**src/design/ppfm_pkg.sv**
```systemverilog
// Constants and types for the port pin function multiplexer
package ppfm_pkg;

	localparam int           PPFM_LINES        = 6;
	localparam int           PPFM_SHARED_IDX   = 3;
	localparam int           PPFM_ICC_CLK_IDX  = 1;
	localparam int           PPFM_ICC_DATA_IDX = 0;
	localparam logic [7:0]   PPFM_UNLOCK_FIRST = 8'h55;
	localparam logic [7:0]   PPFM_UNLOCK_SECOND = 8'hAA;
	localparam logic [5:0]   PPFM_RST_DIR      = 6'h00;
	localparam logic [5:0]   PPFM_RST_PULLUP   = 6'h02;
	localparam logic [5:0]   PPFM_RST_DATA     = 6'h00;

	// Alternate function choice per line
	typedef enum logic [1:0] {
		PPFM_FN_PORT,
		PPFM_FN_ANALOG,
		PPFM_FN_ALT_A,
		PPFM_FN_ALT_B
	} ppfm_fn_t;

	typedef enum logic [1:0] {
		PPFM_UL_IDLE,
		PPFM_UL_FIRST_SEEN,
		PPFM_UL_OPEN
	} ppfm_ul_state_t;

endpackage

```
**src/design/ppfm_unlock_if.sv**
```systemverilog
// Interface carrying the reset line unlock writes and status
`timescale 1ns/100ps
interface ppfm_unlock_if;
	logic       wr_first;
	logic       wr_second;
	logic [7:0] wr_data;
	logic       unlocked;

	modport ctrl (output wr_first, output wr_second, output wr_data, input unlocked);
	modport lock (input wr_first, input wr_second, input wr_data, output unlocked);
endinterface

```
**src/design/ppfm_top.sv**
```systemverilog
// Port pin function multiplexer for the six-line port
`timescale 1ns/100ps
module ppfm_top
	import ppfm_pkg::*;
(
	input  wire logic       clk,
	input  wire logic       rst,
	input  wire logic       unlock_first_wr,
	input  wire logic       unlock_second_wr,
	input  wire logic [7:0] unlock_wdata,
	input  wire logic       cfg_wr,
	input  wire logic [5:0] cfg_data,
	input  wire logic [5:0] cfg_dir,
	input  wire logic [5:0] cfg_pullup,
	input  wire logic [1:0] cfg_fn0,
	input  wire logic [1:0] cfg_fn2,
	input  wire logic [1:0] cfg_fn5,
	input  wire logic       incircuit_comm_mode,
	input  wire logic       incircuit_comm_data_out,
	input  wire logic       incircuit_comm_data_oe,
	input  wire logic       autoreload_pwm_out,
	input  wire logic [5:0] pin_in,
	output logic      [5:0] pin_out,
	output logic      [5:0] pin_oe,
	output logic      [5:0] pin_pullup,
	output logic      [5:0] pin_analog_en,
	output logic            shared_reset_is_reset,
	output logic            shared_reset_req,
	output logic            analog_channel_zero,
	output logic            analog_channel_two,
	output logic            analog_channel_four,
	output logic            lite_timer_capture_in,
	output logic            external_clock_in,
	output logic            incircuit_comm_clock,
	output logic            incircuit_comm_data,
	output logic      [4:0] ext_irq_lines
);

	logic [5:0] data_r;
	logic [5:0] dir_r;
	logic [5:0] pullup_r;
	ppfm_fn_t   fn0_r;
	ppfm_fn_t   fn2_r;
	ppfm_fn_t   fn5_r;
	logic [5:0] pin_in_r;
	logic [5:0] pin_out_nxt;
	logic [5:0] pin_oe_nxt;
	logic [5:0] pullup_nxt;
	logic [5:0] analog_nxt;

	ppfm_unlock_if ul ();

	assign ul.wr_first  = unlock_first_wr;
	assign ul.wr_second = unlock_second_wr;
	assign ul.wr_data   = unlock_wdata;

	ppfm_unlock u_unlock (
		.clk (clk),
		.rst (rst),
		.ul  (ul)
	);

	// Config registers return to reset values whenever rst is held
	always_ff @(posedge clk) begin
		if (rst) begin
			data_r   <= PPFM_RST_DATA;
			dir_r    <= PPFM_RST_DIR;
			pullup_r <= PPFM_RST_PULLUP;
			fn0_r    <= PPFM_FN_PORT;
			fn2_r    <= PPFM_FN_PORT;
			fn5_r    <= PPFM_FN_PORT;
		end else if (cfg_wr) begin
			data_r   <= cfg_data;
			dir_r    <= cfg_dir;
			pullup_r <= cfg_pullup;
			fn0_r    <= ppfm_fn_t'(cfg_fn0);
			fn2_r    <= ppfm_fn_t'(cfg_fn2);
			fn5_r    <= ppfm_fn_t'(cfg_fn5);
		end
	end

	always_ff @(posedge clk) begin
		if (rst) begin
			pin_in_r <= 6'h3F;
		end else begin
			pin_in_r <= pin_in;
		end
	end

	function automatic logic is_analog(input ppfm_fn_t fn);
		return fn == PPFM_FN_ANALOG;
	endfunction

	always_comb begin
		pin_out_nxt = data_r;
		pin_oe_nxt  = dir_r;
		pullup_nxt  = pullup_r & ~dir_r;
		analog_nxt  = 6'h00;
		// Line 0 alternates; comm mode also makes line 1 an input
		if (incircuit_comm_mode) begin
			pin_out_nxt[PPFM_ICC_DATA_IDX] = incircuit_comm_data_out;
			pin_oe_nxt[PPFM_ICC_DATA_IDX]  = incircuit_comm_data_oe;
			pin_oe_nxt[PPFM_ICC_CLK_IDX]   = 1'b0;
		end else if (fn0_r == PPFM_FN_ALT_A) begin
			pin_out_nxt[0] = autoreload_pwm_out;
			pin_oe_nxt[0]  = 1'b1;
		end else if (is_analog(fn0_r)) begin
			pin_oe_nxt[0] = 1'b0;
			analog_nxt[0] = 1'b1;
		end
		if (is_analog(fn2_r)) begin
			pin_oe_nxt[2] = 1'b0;
			analog_nxt[2] = 1'b1;
		end
		if (is_analog(fn5_r)) begin
			pin_oe_nxt[5] = 1'b0;
			analog_nxt[5] = 1'b1;
		end
		// Shared line drives only once unlocked, else stays a reset input
		pin_oe_nxt[PPFM_SHARED_IDX] = ul.unlocked;
		if (!ul.unlocked) begin
			pin_out_nxt[PPFM_SHARED_IDX] = 1'b0;
			pullup_nxt[PPFM_SHARED_IDX]  = 1'b1;
		end
	end

	// Pin controls are registered; forced values hold through reset
	always_ff @(posedge clk) begin
		if (rst) begin
			pin_out       <= PPFM_RST_DATA;
			pin_oe        <= PPFM_RST_DIR;
			pin_pullup    <= PPFM_RST_PULLUP | 6'h08;
			pin_analog_en <= 6'h00;
		end else begin
			pin_out       <= pin_out_nxt;
			pin_oe        <= pin_oe_nxt;
			pin_pullup    <= pullup_nxt;
			pin_analog_en <= analog_nxt;
		end
	end

	always_ff @(posedge clk) begin
		if (rst) begin
			shared_reset_is_reset <= 1'b1;
			shared_reset_req      <= 1'b0;
		end else begin
			shared_reset_is_reset <= ~ul.unlocked;
			// Low level on the shared line asks for reset while locked
			shared_reset_req      <= ~ul.unlocked & ~pin_in_r[PPFM_SHARED_IDX];
		end
	end

	always_ff @(posedge clk) begin
		if (rst) begin
			analog_channel_zero   <= 1'b0;
			analog_channel_two    <= 1'b0;
			analog_channel_four   <= 1'b0;
			lite_timer_capture_in <= 1'b1;
			external_clock_in     <= 1'b0;
			incircuit_comm_clock  <= 1'b1;
			incircuit_comm_data   <= 1'b1;
			ext_irq_lines         <= 5'h00;
		end else begin
			analog_channel_zero   <= pin_in_r[0] & analog_nxt[0];
			analog_channel_two    <= pin_in_r[2] & analog_nxt[2];
			analog_channel_four   <= pin_in_r[5] & analog_nxt[5];
			lite_timer_capture_in <= fn2_r == PPFM_FN_ALT_A ? pin_in_r[2] : 1'b1;
			external_clock_in     <= fn5_r == PPFM_FN_ALT_A ? pin_in_r[5] : 1'b0;
			incircuit_comm_clock  <= pin_in_r[PPFM_ICC_CLK_IDX];
			incircuit_comm_data   <= pin_in_r[PPFM_ICC_DATA_IDX];
			ext_irq_lines         <= {pin_in_r[5], pin_in_r[4], pin_in_r[2:0]};
		end
	end

endmodule

```
**src/design/ppfm_unlock.sv**
```systemverilog
// Two-value unlock sequencer for the shared reset/port line
`timescale 1ns/100ps
module ppfm_unlock
	import ppfm_pkg::*;
(
	input  wire logic    clk,
	input  wire logic    rst,
	ppfm_unlock_if.lock  ul
);

	ppfm_ul_state_t state_r;

	always_ff @(posedge clk) begin
		if (rst) begin
			state_r <= PPFM_UL_IDLE;
		end else begin
			case (state_r)
				PPFM_UL_IDLE: begin
					if (ul.wr_first && ul.wr_data == PPFM_UNLOCK_FIRST) begin
						state_r <= PPFM_UL_FIRST_SEEN;
					end
				end
				PPFM_UL_FIRST_SEEN: begin
					// Any other write breaks the sequence
					if (ul.wr_second && ul.wr_data == PPFM_UNLOCK_SECOND) begin
						state_r <= PPFM_UL_OPEN;
					end else if (ul.wr_second || ul.wr_first) begin
						state_r <= PPFM_UL_IDLE;
					end
				end
				default: begin
					state_r <= PPFM_UL_OPEN;
				end
			endcase
		end
	end

	assign ul.unlocked = (state_r == PPFM_UL_OPEN);

endmodule

```
**config.mk**
```make
export PLATFORM = sky130hd
export DESIGN_NAME = ppfm_top
export DESIGN_NICKNAME = d
export VERILOG_FILES = /design/src/design/ppfm_pkg.sv /design/src/design/ppfm_unlock_if.sv /design/src/design/ppfm_top.sv /design/src/design/ppfm_unlock.sv
export SDC_FILE = /design/constraint.sdc
export NUM_CORES = 1
export LEC_CHECK = 0
export ABC_CLOCK_PERIOD_IN_PS = 1500
export BUFFER_PORTS_ARGS = -buffer_cell sky130_fd_sc_hd__clkbuf_2
export CAP_MARGIN = 20
export CORE_MARGIN = 10
export CORE_UTILIZATION = 51
export CTS_CLUSTER_DIAMETER = 50
export CTS_CLUSTER_SIZE = 40
export DETAILED_ROUTE_END_ITERATION = 10
export PLACE_DENSITY = 0.83
export RECOVER_POWER = 25
export SYNTH_ARGS = -nofsm -noshare
export SYNTH_HDL_FRONTEND = slang
export SYNTH_HIERARCHICAL = 1
export SYNTH_SLANG_ARGS = --single-unit
```
**constraint.sdc**
```tcl
create_clock -name clk -period 1.5 [get_ports clk]
set_input_delay 0.225 -clock clk [delete_from_list [all_inputs] [get_ports clk]]
set_output_delay 0.225 -clock clk [all_outputs]
set_load 0.01 [all_outputs]
```
## After elaboration in Yosys (flattened, before gate mapping)

Index checks and enable logic that the tools add are counted.
W data, S select, Z words.

- Output and inout port bits: 38
- Flip-flop bits (word level): 70
- Logic and storage cells: 75
- Input bits: 47

- Equal/unequal tests: 12
- Reductions and logical operators: 11
- Mux-type cells: 14
- Bitwise logic cells: 10

Operator list:

| operator | number |
|---|---|
| $reduce_or A2 Y1 | 6 |
| $mux W1 | 10 |
| $eq A2 B1 Y1 const B | 4 |
| $eq A2 B2 Y1 const B | 4 |
| $eq A8 B7 Y1 const B | 1 |
| $eq A8 B8 Y1 const B | 1 |
| $and A6 B6 Y6 | 1 |
| $mux W2 | 3 |
| $not A6 Y6 | 1 |
| $and A1 B1 Y1 | 4 |
| $not A1 Y1 | 4 |
| $pmux W2 S2 | 1 |
| $ne A3 B1 Y1 const B | 1 |
| $logic_and A1 B1 Y1 | 2 |
| $logic_not A2 Y1 | 1 |
| $ne A2 B1 Y1 const B | 1 |
| $reduce_and A2 Y1 | 1 |
| $logic_or A1 B1 Y1 | 1 |

## Longest topological paths before layout

- Depth after elaboration: 5
- Mapped depth: 4
- Gate-level depth less buffers: 3

## Hierarchy

Netlist, hierarchy kept.

Modules (own cells, without submodules):

| module | sequential area each (µm²) | area each (µm²) | cells an instance | times used |
|---|---|---|---|---|
| ppfm_top | 1301.2 | 2069.5 | 178 | 1 |
| ppfm_unlock | 40.0 | 138.9 | 13 | 1 |

## Worst setup path before layout

No wires, ideal clock.

- Path kind: reg2reg
- Start point: register fn0_r[1]
- End point: register pin_out[0]
- Stages on the path, launching flop included: 4
- Setup slack: 0.535 ns
- Library setup time: 0.103 ns
- Arrival: 0.862 ns
- Clock period less this slack: 0.965 ns
- Data required time: 1.397 ns
- Path through: dfxtp_1 > nor2b_4 > nor3_2 > a2111oi_2

- Cells in the longest elaborated chain, start to end: 3

Ends and longest elaborated chain:

| item | line | RTL |
|---|---|---|
| start, declared | ppfm_top.sv:42 | `ppfm_fn_t fn0_r;` |
| start signal, assigned | ppfm_top.sv:76 | `fn0_r <= ppfm_fn_t'(cfg_fn0);` |
| $eq A2 B2 Y1 | ppfm_top.sv:104 | `end else if (fn0_r == PPFM_FN_ALT_A) begin` |
| $mux W1 | ppfm_top.sv:104 |  |
| $mux W1 | ppfm_top.sv:100 | `if (incircuit_comm_mode) begin` |
| end signal, assigned | ppfm_top.sv:135 | `pin_out <= pin_out_nxt;` |
| end, declared | ppfm_top.sv:23 | `output logic [5:0] pin_out,` |

No other way between the ends.
A chain may end at the register's enable or synchronous reset.

## Final worst setup path

- Start point: register u_unlock.state_r[1]
- End point: register pin_pullup[3]

- Cells in the longest elaborated chain, start to end: 3

Ends and longest elaborated chain:

| item | line | RTL |
|---|---|---|
| start, declared | ppfm_unlock.sv:11 | `ppfm_ul_state_t state_r;` |
| start signal, assigned | ppfm_unlock.sv:15 | `state_r <= PPFM_UL_IDLE;` |
| start signal, assigned | ppfm_unlock.sv:20 | `state_r <= PPFM_UL_FIRST_SEEN;` |
| start signal, assigned | ppfm_unlock.sv:26 | `state_r <= PPFM_UL_OPEN;` |
| $eq A2 B2 Y1 | ppfm_unlock.sv:38 | `assign ul.unlocked = (state_r == PPFM_UL_OPEN);` |
| net pin_oe_nxt[3] | ppfm_top.sv:47 | `logic [5:0] pin_oe_nxt;` |
| $not A1 Y1 (no source line) | - |  |
| $reduce_or A2 Y1 (no source line) | - |  |
| end signal, assigned | ppfm_top.sv:132 | `pin_pullup <= PPFM_RST_PULLUP \| 6'h08;` |
| end signal, assigned | ppfm_top.sv:137 | `pin_pullup <= pullup_nxt;` |
| end, declared | ppfm_top.sv:25 | `output logic [5:0] pin_pullup,` |

The timed path passes the listed nets, and every way through them passes these cells.

==> flow_metrics.py <==
metrics = {
    "run_status": {
        "status": "finished, final reports clean",
    },
    "detailed_routing": {
        "via_count": 1577,
        "viasPerCell": 4.76,
        "wl_per_cell_um": 14.2,
        "drc": 0,
        "dr.pass1.iters": 4,
        "wirelength_um": 4690,
        "ant_nets": 0,
        "drt-initial-drc-count": 79,
    },
    "global_route": {
        "overflow": 0,
        "antenna_found_initial": 0,
        "grt_pass1_wl_um": 7680,
        "grt_pass1_vias": 1648,
        "groute.usage.overall_pct": 13.1,
        "grt_max_degree": 31,
    },
    "clocking": {
        "post_cts_buffers": 0,
        "cts.clk_slew.worst_paths_ns": 0.07,
        "cts_hold_buffers": 0,
        "ctsResizeCount": 0,
        "cts_tree": "built",
        "cts_sinks": 67,
        "htreeDepth": 3,
        "cts.path.max_buffers": 2,
        "cts-root-buf": "clkbuf_8",
        "clkLatencyLatePin_ns": 0.33,
        "cts_made_buffers": 9,
    },
    "pwr": {
        "p_total_w": 0.00382,
        "p_int_w": 0.00299,
        "power.density_nw_per_um2": 1330,
        "p_sw_share_pct": 21.7,
        "clockPowerShare_pct": 42.8,
        "power.switching_w": 0.000830,
        "power_frac_seq_pct": 49.7,
        "power_frac_comb_pct": 7.5,
        "ir_drop_mv": 0.890,
        "p_leak_nw": 1.37,
    },
    "floorplanning": {
        "ios": 85,
        "core_um2": 4090,
        "die_w_um": 85.8,
        "rows": 23,
        "die_y_um": 85.8,
        "die_area_um2": 7360,
        "start_util_pct": 54.0,
    },
    "timing": {
        "hold_viol": 0,
        "clock_skew_ns": 0.00742,
        "worstMarginPinSlew_ns": 0.634,
        "setup_viol": 0,
        "timing.fmax_mhz": 931,
        "relSlewSlack_pct": 57.7,
        "rsz0062_at_grt": "no",
        "fin_crit_ns": 1.07,
        "fin_tns_setup_ns": 0,
        "min_period_over_period_pct": 71.6,
        "drv_slew": 0,
    },
    "setup_path": {
        "required_ns": 1.71,
        "slowest_delay_ns": 0.36,
        "worstPathCellList": "nor2b_1 -> nor2b_1 -> o21ai_0",
        "arrival_ns": 1.28,
        "path_class": "reg2reg",
        "startpoint_type": "flop",
        "critPathSlowestCell": "dfxtp_1",
        "cp_top_family": "simple AND/OR/NAND/NOR gates",
        "worstSetupEndpointType": "flop",
        "path_buf_inv": 0,
        "cp_max_fo": 4,
        "crit_top_cell": "nor2b_1",
    },
    "synthesis": {
        "yosysUniqueCellTypes": 31,
        "synth_seq_cells": 67,
        "syn_inst": 191,
        "syn_area_um2": 2210,
        "synth_top_area_share_pct": 60.7,
        "synthTopCellsByArea": "dfxtp_1 61%, mux2i_1 10%, nor2b_1 4.5%",
        "yosysTopAreaCell": "dfxtp_1",
        "yosys_warnings": 6,
        "syn_area_per_cell_um2": 11.6,
        "seq_area_frac_synth_pct": 60.7,
    },
    "placed_design": {
        "dp_hpwl_um": 3540,
        "dpl_cell_area_um2": 2660,
        "io_buffer_count": 81,
        "gp_congestion": 0.701,
    },
    "final_layout": {
        "antenna_cells": 0,
        "post-route-cell-area_um2": 2880,
        "final_nets": 323,
        "drive_above_1_share_pct": 38.8,
        "area_growth_pct": 30.5,
    },
    "hold_path": {
        "hold_path_class": "in2reg",
    },
    "run": {
        "cap_viol_max_count": 0,
    },
}
==> per-stage QoR <==
stage	std cells	util, %	hold WS, ns	setup slack, ns
6_report	331	70.5	0.0682	0.426
5_1_grt	331	70.5	0.0733	0.288
4_1_cts	331	70.6	0.0487	0.392
3_5_place_dp	315	65.1	0.377	0.382
3_3_place_gp	315	65.1	0.376	0.409
2_1_floorplan	193	-	0.296	0.535
==> per-layer routing <==
layer  vias up  track usage (%)  wire (um)
met3         6             9.18        622
met2        67             20.6       2150
met4         0             5.39         55
met1       702             13.1       1860
li1        802                -          -
met5         -                0          0
==> placed cells by master, fill, tap and decap left out, types with 2 or more instances in the layout <==
cell type / count
a41oi_1: 2
and2_1: 3
and3b_1: 2
and4bb_1: 2
and4bb_2: 2
buf_12: 2
bufinv_16: 2
clkbuf_2: 81
clkbuf_8: 10
clkinvlp_4: 2
conb_1: 3
dfxtp_1: 67
inv_1: 6
mux2i_1: 23
nor2_1: 25
nor2b_1: 16
nor3_1: 2
nor3_2: 2
nor3b_1: 6
or2_1: 6
or2_2: 2
==> area by class of cell <==
cell class | instances | area [um^2]
flip-flops and latches | 67 | 1340
clock inverters | 6 | 88.8
inverters | 6 | 22.5
well taps | 50 | 62.6
fillers | 314 | 1200
multi-input cells | 108 | 779
clock buffers | 10 | 138
repair buffers | 84 | 449
==> path summary, 6_finish.rpt <==
check                                          from               end  slack [ns]  depth (start not counted)
worst max-delay path            u_unlock/state_r[1]     pin_pullup[3]        0.43                          3
worst min-delay path                      pin_in[2]       pin_in_r[2]        0.07                          2
worst max register to register  u_unlock/state_r[1]     pin_pullup[3]        0.43                          3
worst min register to register          pin_in_r[3]  shared_reset_req        0.39                          1
==> power by group through the flow <==
| stage | registers [W] | clock network [W] | logic (W) |
|---|---|---|---|
| floorplan | 0.00195 | 0 | 0.000150 |
| global placement | 0.00194 | 0 | 0.000285 |
| detailed placement | 0.00194 | 0 | 0.000293 |
| CTS | 0.00190 | 0.00168 | 0.000295 |
| global route | 0.00191 | 0.00175 | 0.000324 |
| finish | 0.00190 | 0.00164 | 0.000288 |
==> registers in the layout, summed over array words and instances (netlist names), 2 cells and up <==
name	count
data_r	6
dir_r	6
pin_in_r	6
pin_oe	6
pin_out	6
pin_pullup	6
pullup_r	6
ext_irq_lines	5
pin_analog_en	3
fn0_r	2
fn2_r	2
fn5_r	2
u_unlock/state_r	2
==> cell families after synthesis <==
| family | share of synthesized area, % |
|---|---|
| mux | 10.4 |
| buf+inv | 4.31 |
| flops | 60.7 |
| other cells | 0.170 |
| simple gates | 21.0 |
| compound gates | 3.40 |
==> Yosys cell counts <==
cell type / n
nor3b_2: 1
dfxtp_1: 67
or2_2: 2
nor3_2: 2
and4bb_1: 2
a211o_1: 1
nor3b_1: 6
and2_1: 3
buf_2: 4
a41oi_1: 2
nand2b_1: 1
conb_1: 1
clkbuf_1: 2
a21oi_1: 1
and3b_1: 2
and4bb_2: 2
nor2b_4: 1
mux2i_1: 23
nor4b_2: 1
nor3_1: 2
inv_1: 6
a221oi_1: 1
o21bai_1: 1
or2_1: 6
nor2_1: 25
nor2b_1: 16
o21ai_0: 1
or4b_1: 1
a2111oi_2: 1
buf_4: 6
a21o_1: 1
No activity file was read; power rests on OpenSTA's default activity.
